### config.mk
export PLATFORM = sky130hd
export DESIGN_NAME = plt_link_ctrl
export DESIGN_NICKNAME = d
export VERILOG_FILES = /design/src/plt_pkg.sv /design/src/plt_link_ctrl.sv
export SDC_FILE = /design/constraint.sdc
export NUM_CORES = 1
export LEC_CHECK = 0
export CAP_MARGIN = 20
export CORE_MARGIN = 2
export CORE_UTILIZATION = 41
export DETAILED_ROUTE_END_ITERATION = 10
export DONT_BUFFER_PORTS = 1
export MAX_ROUTING_LAYER = met4
export PLACE_DENSITY = 0.64
export SKIP_LAST_GASP = 1
export SYNTH_ARGS = -nofsm -noshare
export SYNTH_HDL_FRONTEND = slang
export SYNTH_SLANG_ARGS = --single-unit
export TNS_END_PERCENT = 100
### constraint.sdc
create_clock -name clk_i -period 9 [get_ports clk_i]
set_input_delay 0.9 -clock clk_i [delete_from_list [all_inputs] [get_ports clk_i]]
set_output_delay 0.9 -clock clk_i [all_outputs]
set_load 0.005 [all_outputs]
### src/plt_pkg.sv
// plt_pkg: constants, types and carriers for the phy link training control bank.
// assumes a 32-bit register port with 12-bit byte addresses and one 20 MHz core clock.
package plt_pkg;

  // register port geometry
  localparam int ADDR_W = 12;
  localparam int DATA_W = 32;

  // register byte offsets
  localparam logic [ADDR_W-1:0] PLT_CFG_UPPER_OFS   = 12'h530;
  localparam logic [ADDR_W-1:0] PLT_STATE_CTL_OFS   = 12'h540;
  localparam logic [ADDR_W-1:0] PLT_RETRAIN_DLY_OFS = 12'h544;
  localparam logic [ADDR_W-1:0] PLT_STATUS_OFS      = 12'h548;
  localparam logic [ADDR_W-1:0] PLT_SEED_OFS        = 12'h55C;

  // field positions
  localparam int INITIAL_SPEED_CHANGE_CTRL_BIT   = 14;
  localparam int WUC_BIT     = 15;
  localparam int RETRAIN_BIT = 31;
  localparam int SEED_W      = 16;
  localparam int DLY_W       = 16;
  localparam int ST_STATE_LO = 0;
  localparam int ST_STATE_HI = 2;
  localparam int ST_GEN2_BIT = 3;
  localparam int ST_PEND_BIT = 4;
  localparam int ST_SWWR_BIT = 5;

  // reset values
  localparam logic              INITIAL_SPEED_CHANGE_CTRL_DSP_RST   = 1'h0;
  localparam logic              INITIAL_SPEED_CHANGE_CTRL_OTHER_RST = 1'h1;
  localparam logic              WUC_RST         = 1'h0;
  localparam logic [SEED_W-1:0] SEED_RST        = 16'hFFFF;
  localparam logic [DLY_W-1:0]  DLY_RST         = 16'h0400;
  localparam logic [DLY_W-1:0]  DLY_ZERO        = 16'h0000;
  localparam logic [DATA_W-1:0] DATA_ZERO       = 32'h0000_0000;

  // galois feedback for x^16+x^14+x^13+x^11+1
  localparam logic [SEED_W-1:0] PRBS_TAPS = 16'hB400;

  // port operating mode as strapped by the switch core
  typedef enum logic [1:0] {
    PLT_MODE_USP   = 2'h0,
    PLT_MODE_DSP   = 2'h1,
    PLT_MODE_NT    = 2'h2,
    PLT_MODE_OTHER = 2'h3
  } plt_mode_t;

  // training state machine
  typedef enum logic [2:0] {
    PLT_ST_DETECT,
    PLT_ST_POLLING,
    PLT_ST_CONFIG,
    PLT_ST_L0,
    PLT_ST_RECOVERY
  } plt_state_t;

  // status reported by the lane logic
  typedef struct packed {
    logic      rx_detect;
    logic      poll_done;
    logic      cfg_done;
    logic      recov_done;
    logic      gen2_permit;
    logic      crosslink;
    plt_mode_t mode;
  } plt_phy_in_t;

  // controls handed to the lane logic
  typedef struct packed {
    plt_state_t state;
    logic       gen2_rate;
    logic       speed_change_req;
    logic       upconfig_adv;
    logic       in_detect;
  } plt_phy_out_t;

  localparam int PHY_IN_W = $bits(plt_phy_in_t);

endpackage : plt_pkg

### src/plt_link_ctrl.sv
// plt_link_ctrl: register bank and training sequencer for one switch port's phy.
// assumes phy_i comes from another clock domain and the register port is on clk_i.
//
// What this block does
// - control bit 0: after first L0 from detect, change to gen2 if permitted
// - control bit 1: never start an automatic rate change, stay at gen1
// - control bit resets to 0 on a downstream port, 1 in every other mode
// - once software writes the control bit, mode changes no longer alter it
// - crosslinked upstream ports with the bit set both stay at gen1
// - an upstream port with the bit cleared starts the gen2 change itself
// - width-upconfig disable set hides upconfig support in Config training sets
// - writing one to the full-retrain bit forces training back to detect
// - full-retrain bit always reads zero
// - the write completes before the retrain takes effect
// - on an upstream port the retrain waits for a programmed delay
// - 16-bit sequence seed, resets to all ones, drives crosslink generator
// - writing the seed reloads the sequence counter, which then resumes
//
// Chosen here: the strobed register port.
`timescale 1ns/1ps
`default_nettype none

module plt_link_ctrl (
  // clock and reset
  input  wire logic                           clk_i,
  input  wire logic                           resetn_i,
  // register port
  input  wire logic [plt_pkg::ADDR_W-1:0]     addr_i,
  input  wire logic [plt_pkg::DATA_W-1:0]     wdata_i,
  input  wire logic                           we_i,
  input  wire logic                           re_i,
  output logic      [plt_pkg::DATA_W-1:0]     rdata_o,
  // lane logic
  input  wire plt_pkg::plt_phy_in_t           phy_i,
  output var  plt_pkg::plt_phy_out_t          phy_o,
  output logic      [plt_pkg::SEED_W-1:0]     prbs_o
);
  import plt_pkg::*;

  // one galois step of the crosslink sequence
  function automatic logic [SEED_W-1:0] lfsr_step(input logic [SEED_W-1:0] cur);
    lfsr_step = {1'h0, cur[SEED_W-1:1]} ^ (cur[0] ? PRBS_TAPS : {SEED_W{1'h0}});
  endfunction : lfsr_step

  // reset release
  logic [1:0] rst_sync_reg;
  logic       rst_n;

  always_ff @(posedge clk_i or negedge resetn_i) begin
    if (!resetn_i) begin
      rst_sync_reg <= 2'h0;
    end else begin
      rst_sync_reg <= {rst_sync_reg[0], 1'h1};
    end
  end

  assign rst_n = rst_sync_reg[1];

  // lane status crossing: three stages, a change counts once stages two and three agree
  logic [PHY_IN_W-1:0] sync1_reg;
  logic [PHY_IN_W-1:0] sync2_reg;
  logic [PHY_IN_W-1:0] sync3_reg;
  logic [PHY_IN_W-1:0] filt_reg;
  logic [PHY_IN_W-1:0] filt_next;
  plt_phy_in_t         ph;

  always_comb begin
    filt_next = (filt_reg & (sync2_reg ^ sync3_reg)) | (sync3_reg & ~(sync2_reg ^ sync3_reg));
  end

  always_ff @(posedge clk_i or negedge rst_n) begin
    if (!rst_n) begin
      sync1_reg <= '0;
      sync2_reg <= '0;
      sync3_reg <= '0;
      filt_reg  <= '0;
    end else begin
      sync1_reg <= phy_i;
      sync2_reg <= sync1_reg;
      sync3_reg <= sync2_reg;
      filt_reg  <= filt_next;
    end
  end

  assign ph = plt_phy_in_t'(filt_reg);

  // register write decode
  logic wr_cfg;
  logic wr_ctl;
  logic wr_dly;
  logic wr_seed;

  assign wr_cfg  = we_i && (addr_i == PLT_CFG_UPPER_OFS);
  assign wr_ctl  = we_i && (addr_i == PLT_STATE_CTL_OFS);
  assign wr_dly  = we_i && (addr_i == PLT_RETRAIN_DLY_OFS);
  assign wr_seed = we_i && (addr_i == PLT_SEED_OFS);

  // configuration fields
  logic              initial_speed_change_ctrl_reg;
  logic              initial_speed_change_ctrl_next;
  logic              initial_speed_change_ctrl_sw_reg;
  logic              initial_speed_change_ctrl_sw_next;
  logic              wuc_reg;
  logic              wuc_next;
  logic [DLY_W-1:0]  dly_reg;
  logic [DLY_W-1:0]  dly_next;
  logic [SEED_W-1:0] seed_reg;
  logic [SEED_W-1:0] seed_next;

  always_comb begin
    initial_speed_change_ctrl_next    = initial_speed_change_ctrl_reg;
    initial_speed_change_ctrl_sw_next = initial_speed_change_ctrl_sw_reg;
    wuc_next      = wuc_reg;
    dly_next      = dly_reg;
    seed_next     = seed_reg;
    if (wr_cfg) begin
      initial_speed_change_ctrl_next    = wdata_i[INITIAL_SPEED_CHANGE_CTRL_BIT];
      initial_speed_change_ctrl_sw_next = 1'h1;
      wuc_next      = wdata_i[WUC_BIT];
    end else if (!initial_speed_change_ctrl_sw_reg) begin
      // until software owns the bit, it tracks the strapped mode
      initial_speed_change_ctrl_next = (ph.mode == PLT_MODE_DSP) ? INITIAL_SPEED_CHANGE_CTRL_DSP_RST : INITIAL_SPEED_CHANGE_CTRL_OTHER_RST;
    end
    if (wr_dly) begin
      dly_next = wdata_i[DLY_W-1:0];
    end
    if (wr_seed) begin
      seed_next = wdata_i[SEED_W-1:0];
    end
  end

  always_ff @(posedge clk_i or negedge rst_n) begin
    if (!rst_n) begin
      initial_speed_change_ctrl_reg    <= INITIAL_SPEED_CHANGE_CTRL_OTHER_RST;
      initial_speed_change_ctrl_sw_reg <= 1'h0;
      wuc_reg      <= WUC_RST;
      dly_reg      <= DLY_RST;
      seed_reg     <= SEED_RST;
    end else begin
      initial_speed_change_ctrl_reg    <= initial_speed_change_ctrl_next;
      initial_speed_change_ctrl_sw_reg <= initial_speed_change_ctrl_sw_next;
      wuc_reg      <= wuc_next;
      dly_reg      <= dly_next;
      seed_reg     <= seed_next;
    end
  end

  // full retrain: the write is accepted in its own cycle, the effect lands later
  logic             pend_reg;
  logic             pend_next;
  logic [DLY_W-1:0] dcnt_reg;
  logic [DLY_W-1:0] dcnt_next;
  logic             retrain_fire;

  // downstream ports fire one cycle after the write; upstream ports wait out the delay
  assign retrain_fire = pend_reg && ((ph.mode != PLT_MODE_USP) || (dcnt_reg == DLY_ZERO));

  always_comb begin
    pend_next = pend_reg;
    dcnt_next = dcnt_reg;
    if (retrain_fire) begin
      pend_next = 1'h0;
    end else if (pend_reg && (dcnt_reg != DLY_ZERO)) begin
      dcnt_next = dcnt_reg - 16'h0001;
    end
    // a fresh request in the firing cycle is kept and restarts the delay
    if (wr_ctl && wdata_i[RETRAIN_BIT]) begin
      pend_next = 1'h1;
      dcnt_next = dly_reg;
    end
  end

  always_ff @(posedge clk_i or negedge rst_n) begin
    if (!rst_n) begin
      pend_reg <= 1'h0;
      dcnt_reg <= DLY_ZERO;
    end else begin
      pend_reg <= pend_next;
      dcnt_reg <= dcnt_next;
    end
  end

  // training sequencer
  plt_state_t   state_reg;
  plt_state_t   state_next;
  logic         gen2_reg;
  logic         gen2_next;
  logic         fresh_reg;
  logic         fresh_next;
  plt_phy_out_t out_reg;
  plt_phy_out_t out_next;

  always_comb begin
    state_next = state_reg;
    gen2_next  = gen2_reg;
    fresh_next = fresh_reg;
    if (retrain_fire) begin
      state_next = PLT_ST_DETECT;
      gen2_next  = 1'h0;
      fresh_next = 1'h1;
    end else begin
      case (state_reg)
        PLT_ST_DETECT: begin
          gen2_next  = 1'h0;
          fresh_next = 1'h1;
          if (ph.rx_detect) begin
            state_next = PLT_ST_POLLING;
          end
        end
        PLT_ST_POLLING: begin
          if (!ph.rx_detect) begin
            state_next = PLT_ST_DETECT;
          end else if (ph.poll_done) begin
            state_next = PLT_ST_CONFIG;
          end
        end
        PLT_ST_CONFIG: begin
          if (!ph.rx_detect) begin
            state_next = PLT_ST_DETECT;
          end else if (ph.cfg_done) begin
            state_next = PLT_ST_L0;
          end
        end
        PLT_ST_L0: begin
          if (!ph.rx_detect) begin
            state_next = PLT_ST_DETECT;
          end else if (fresh_reg) begin
            // only the first arrival from detect may start an automatic change;
            // the same test applies to upstream ports, crosslinked or not
            fresh_next = 1'h0;
            if (!initial_speed_change_ctrl_reg && ph.gen2_permit && !gen2_reg) begin
              state_next = PLT_ST_RECOVERY;
            end
          end
        end
        PLT_ST_RECOVERY: begin
          if (!ph.rx_detect) begin
            state_next = PLT_ST_DETECT;
          end else if (ph.recov_done) begin
            gen2_next  = 1'h1;
            state_next = PLT_ST_L0;
          end
        end
        default: begin
          state_next = PLT_ST_DETECT;
        end
      endcase
    end
    // with the control bit set no path leads to recovery, so the rate stays gen1
    out_next.state            = state_next;
    out_next.gen2_rate        = gen2_next;
    out_next.speed_change_req = (state_next == PLT_ST_RECOVERY);
    out_next.upconfig_adv     = (state_next == PLT_ST_CONFIG) && !wuc_reg;
    out_next.in_detect        = (state_next == PLT_ST_DETECT);
  end

  always_ff @(posedge clk_i or negedge rst_n) begin
    if (!rst_n) begin
      state_reg <= PLT_ST_DETECT;
      gen2_reg  <= 1'h0;
      fresh_reg <= 1'h1;
      out_reg   <= '{state: PLT_ST_DETECT, gen2_rate: 1'h0, speed_change_req: 1'h0,
                     upconfig_adv: 1'h0, in_detect: 1'h1};
    end else begin
      state_reg <= state_next;
      gen2_reg  <= gen2_next;
      fresh_reg <= fresh_next;
      out_reg   <= out_next;
    end
  end

  assign phy_o = out_reg;

  // crosslink sequence; an all-zero seed locks the generator at zero
  logic [SEED_W-1:0] prbs_reg;
  logic [SEED_W-1:0] prbs_next;

  always_comb begin
    prbs_next = prbs_reg;
    if (wr_seed) begin
      prbs_next = wdata_i[SEED_W-1:0];
    end else if (ph.crosslink) begin
      prbs_next = lfsr_step(prbs_reg);
    end
  end

  always_ff @(posedge clk_i or negedge rst_n) begin
    if (!rst_n) begin
      prbs_reg <= SEED_RST;
    end else begin
      prbs_reg <= prbs_next;
    end
  end

  assign prbs_o = prbs_reg;

  // read path: data stands only in the cycle after the strobe
  logic [DATA_W-1:0] rd_val;
  logic [DATA_W-1:0] rdata_reg;
  logic [DATA_W-1:0] rdata_next;

  always_comb begin
    rd_val = DATA_ZERO;
    case (addr_i)
      PLT_CFG_UPPER_OFS: begin
        rd_val[INITIAL_SPEED_CHANGE_CTRL_BIT] = initial_speed_change_ctrl_reg;
        rd_val[WUC_BIT]   = wuc_reg;
      end
      PLT_STATE_CTL_OFS: begin
        rd_val = DATA_ZERO;
      end
      PLT_RETRAIN_DLY_OFS: begin
        rd_val[DLY_W-1:0] = dly_reg;
      end
      PLT_STATUS_OFS: begin
        rd_val[ST_STATE_HI:ST_STATE_LO] = state_reg;
        rd_val[ST_GEN2_BIT]             = gen2_reg;
        rd_val[ST_PEND_BIT]             = pend_reg;
        rd_val[ST_SWWR_BIT]             = initial_speed_change_ctrl_sw_reg;
      end
      PLT_SEED_OFS: begin
        rd_val[SEED_W-1:0] = seed_reg;
      end
      default: begin
        rd_val = DATA_ZERO;
      end
    endcase
    rdata_next = re_i ? rd_val : DATA_ZERO;
  end

  always_ff @(posedge clk_i or negedge rst_n) begin
    if (!rst_n) begin
      rdata_reg <= DATA_ZERO;
    end else begin
      rdata_reg <= rdata_next;
    end
  end

  assign rdata_o = rdata_reg;

endmodule : plt_link_ctrl

`default_nettype wire

==> results.md <==
- Total Power: 1460 µW
- Adder-cell share of the synthesized area: 0.0193
- Top cell type's share of synthesized area: 0.413
- WS Path Type: input pin to flop
- Post-synth top area cell: dfrtp_1
- Worst slew pin tran: 0.946 ns
- R2r endpoint: phy_o[1]$_DFF_PN0_
- Root buffer cell: clkbuf_16
- Unique masters post-synth: 56
- RSZ-0062 raised after global routing: false
- VDD IR max: 0.162 mV
- Count of final setup violators: 0
- Run status: completed
- Gpl congestion: 0.864
- Vias: 3545
- Vias per cell: 5.27
- Post-Synth XOR/XNOR Area: 0.0289
- Area grow syn2layout: 12.4%
- Grt ovf: 0
- Num rows: 42
- First-pass GRT wire length: 18900 µm
- Slew HR: 0.367
- Synthesized area: 5460 µm²
- Syn Area/Cell: 11.2 µm²
- Final Max Tran Viols: 0
- Pwr per Cell Area: 238 nW/µm²
- Antenna violations before repair: 0
- Clock-pin slew on the worst setup and hold paths: 0.05 ns
- Clk_lat worst skew: 0.42 ns
- Mux share of post-synthesis cell area: 0.0676
- Critical Path Source Type: input pin
- CORE AREA: 13100 µm²
- Max Fclk: 0.425 GHz
- Initial core utilization: 0.415
- Filler instances: 1222
- Share of synthesized registers carrying an async set or reset: 1.00
- I/O Pins: 111
- Crit-path max FO: 16
- Post-Place Cells: 641
- Final hold slack: 0.182 ns
- Die Footprint: 14300 µm²
- Count leader, synth: dfrtp_1
- R2R depth: 7
- Clk sinks: 126
- DIE HEIGHT: 119 µm
- DR pass1 iterations: 4
- Worst clock skew: 0.00709 ns
- #FFs+latches synth: 126
- GRT Overall Usage: 0.179
- Post-synth EDFFs: 0
- CTS tree: built
- Maximum number of pins on one net before global-route repair: 85
- DRT Wirelength: 11600 µm
- Die X: 119 µm
- CTS Buffer Depth: 2
- Layout Nets: 543
- Flop-to-flop setup slack: 6.69 ns
- Largest family of logic cells by synthesized area: simple AND/OR/NAND/NOR gates
- ANT cells: 0
- CTS buffer count: 17
- WL/cell: 17.2 µm
- Final period utilization: 0.261
- Layout cells sized above 1: 0.207
- Post-Synth Simple-Gate Area: 0.170
- Final hold viol count: 0
- Compound-Gate Fraction of Synth Area: 0.0828
- Drt drc: 0
- Hold Path Class: input pin to async pin
- HPWL Detailed: 8040 µm
- Number of port buffers: 0
- Final min period: 2.35 ns
- Post-synth top cells: 90 x dfrtp_1, 80 x nand2_1, 36 x dfstp_2, 36 x nor2_1, 24 x o21ai_0
- CP startpoint: addr_i[7]
- Synth Flop Type: dfrtp_1
- WP data arrival: 2.64 ns
- Cells after Synth: 486
- Area contributors post-synth: dfrtp_1 41%, dfstp_2 17%, nand2_1 5.5%
- Post-CTS sizing: 0
- Reg2Reg Launch Point: dcnt_reg[0]$_DFFE_PN0P_
- CP endpoint kind: flop
- Post-CTS setup repair buffer count: 0
- Cell Count, Final, Fillers Out: 673
- # H-tree levels: 4
- Synth Warn #: 0
- Crit path required time: 9.29 ns
- Initial drt markers: 153
- Leakage: 0.00259 µW
- Hold_buf cts: 0
- Vias in the first global route: 3609
- Post-DRT Antenna Nets: 0
- Number of max-cap violations: 0
- Sum Neg Setup Slack: 0 ns
- Sequential area share after synthesis: 0.586
## placed cells by master, fill, tap and decap left out, types with 5 or more instances in the layout
| cell | netlist | final |
|---|---|---|
| clkbuf_16 | 0 | 17 |
| nand3_1 | 10 | 10 |
| clkbuf_8 | 0 | 5 |
| mux2_2 | 19 | 19 |
| o21ai_0 | 24 | 24 |
| clkinv_2 | 0 | 5 |
| a22oi_1 | 14 | 14 |
| nor2b_1 | 12 | 12 |
| nand2_1 | 80 | 80 |
| dfstp_2 | 36 | 36 |
| a22o_1 | 6 | 6 |
| a21oi_1 | 17 | 17 |
| xnor2_1 | 5 | 5 |
| nor2_1 | 36 | 36 |
| dfrtp_1 | 90 | 89 |
| mux2i_1 | 14 | 14 |
| conb_1 | 2 | 17 |
| xor2_1 | 13 | 13 |
| maj3_1 | 8 | 8 |
## power by group
group,internal (µW),switching [µW]
Clock,412,234
Sequential,649,65.9
Combinational,54.7,46.6
Total,1120,346
## cells by family (layout without fill, tap and decap cells)
logic type	count (synthesis)	in the layout
DFF	126	126
and+or+nand+nor	181	181
buffers and inverters	43	39
xor gates and xnor gates	18	18
adders and majority gates	10	10
muxes	34	34
other	2	17
AOI/OAI and AO/OA	72	72
## worst max path at each step
| stage | end | cells past startpoint |
|---|---|---|
| 6_report | dly_reg[5]$_DFFE_PN0P_ | 4 |
| 5_1_grt | phy_o[1]$_DFF_PN0_ | 7 |
| 4_1_cts | dly_reg[5]$_DFFE_PN0P_ | 4 |
| 3_5_place_dp | dly_reg[5]$_DFFE_PN0P_ | 4 |
| 3_3_place_gp | dly_reg[0]$_DFFE_PN0P_ | 4 |
| 2_1_floorplan | async pin | 0 |
## per-layer routing
metal	track usage	part of all wire	up-vias
met5	-	0	-
met4	0.100	0.022	0
met3	0.0618	0.085	19
met2	0.256	0.46	124
met1	0.223	0.43	1752
li1	-	-	1650
## worst max-delay path, cell delays in order
cell	delay [ns]
nor3b_2	0.35
nand3_1	0.20
nor3_4	0.75
mux2_2	0.42
## metrics by stage
stage                     setup WS, ns  cell area (µm²)  utilization
after floorplan                   5.29             5510            -
after global placement            6.29             5540        0.422
after detailed placement          6.22             5540        0.422
after CTS                         6.67             6110        0.465
after global routing              6.49             6130        0.467
final                             6.65             6130        0.467
## cell type report
cell class                 count  area (µm²)  share of cell area
clock inverter                 7        62.6              0.0102
clock buffer                  24         502              0.0818
multi-input combinational    332        2080               0.340
sequential                   126        3200               0.522
tap                          176         220              0.0359
timing repair buffer           4        50.0             0.00816
inverter                       4        15.0             0.00245
Note: power is estimated with default switching activity, not from simulation.
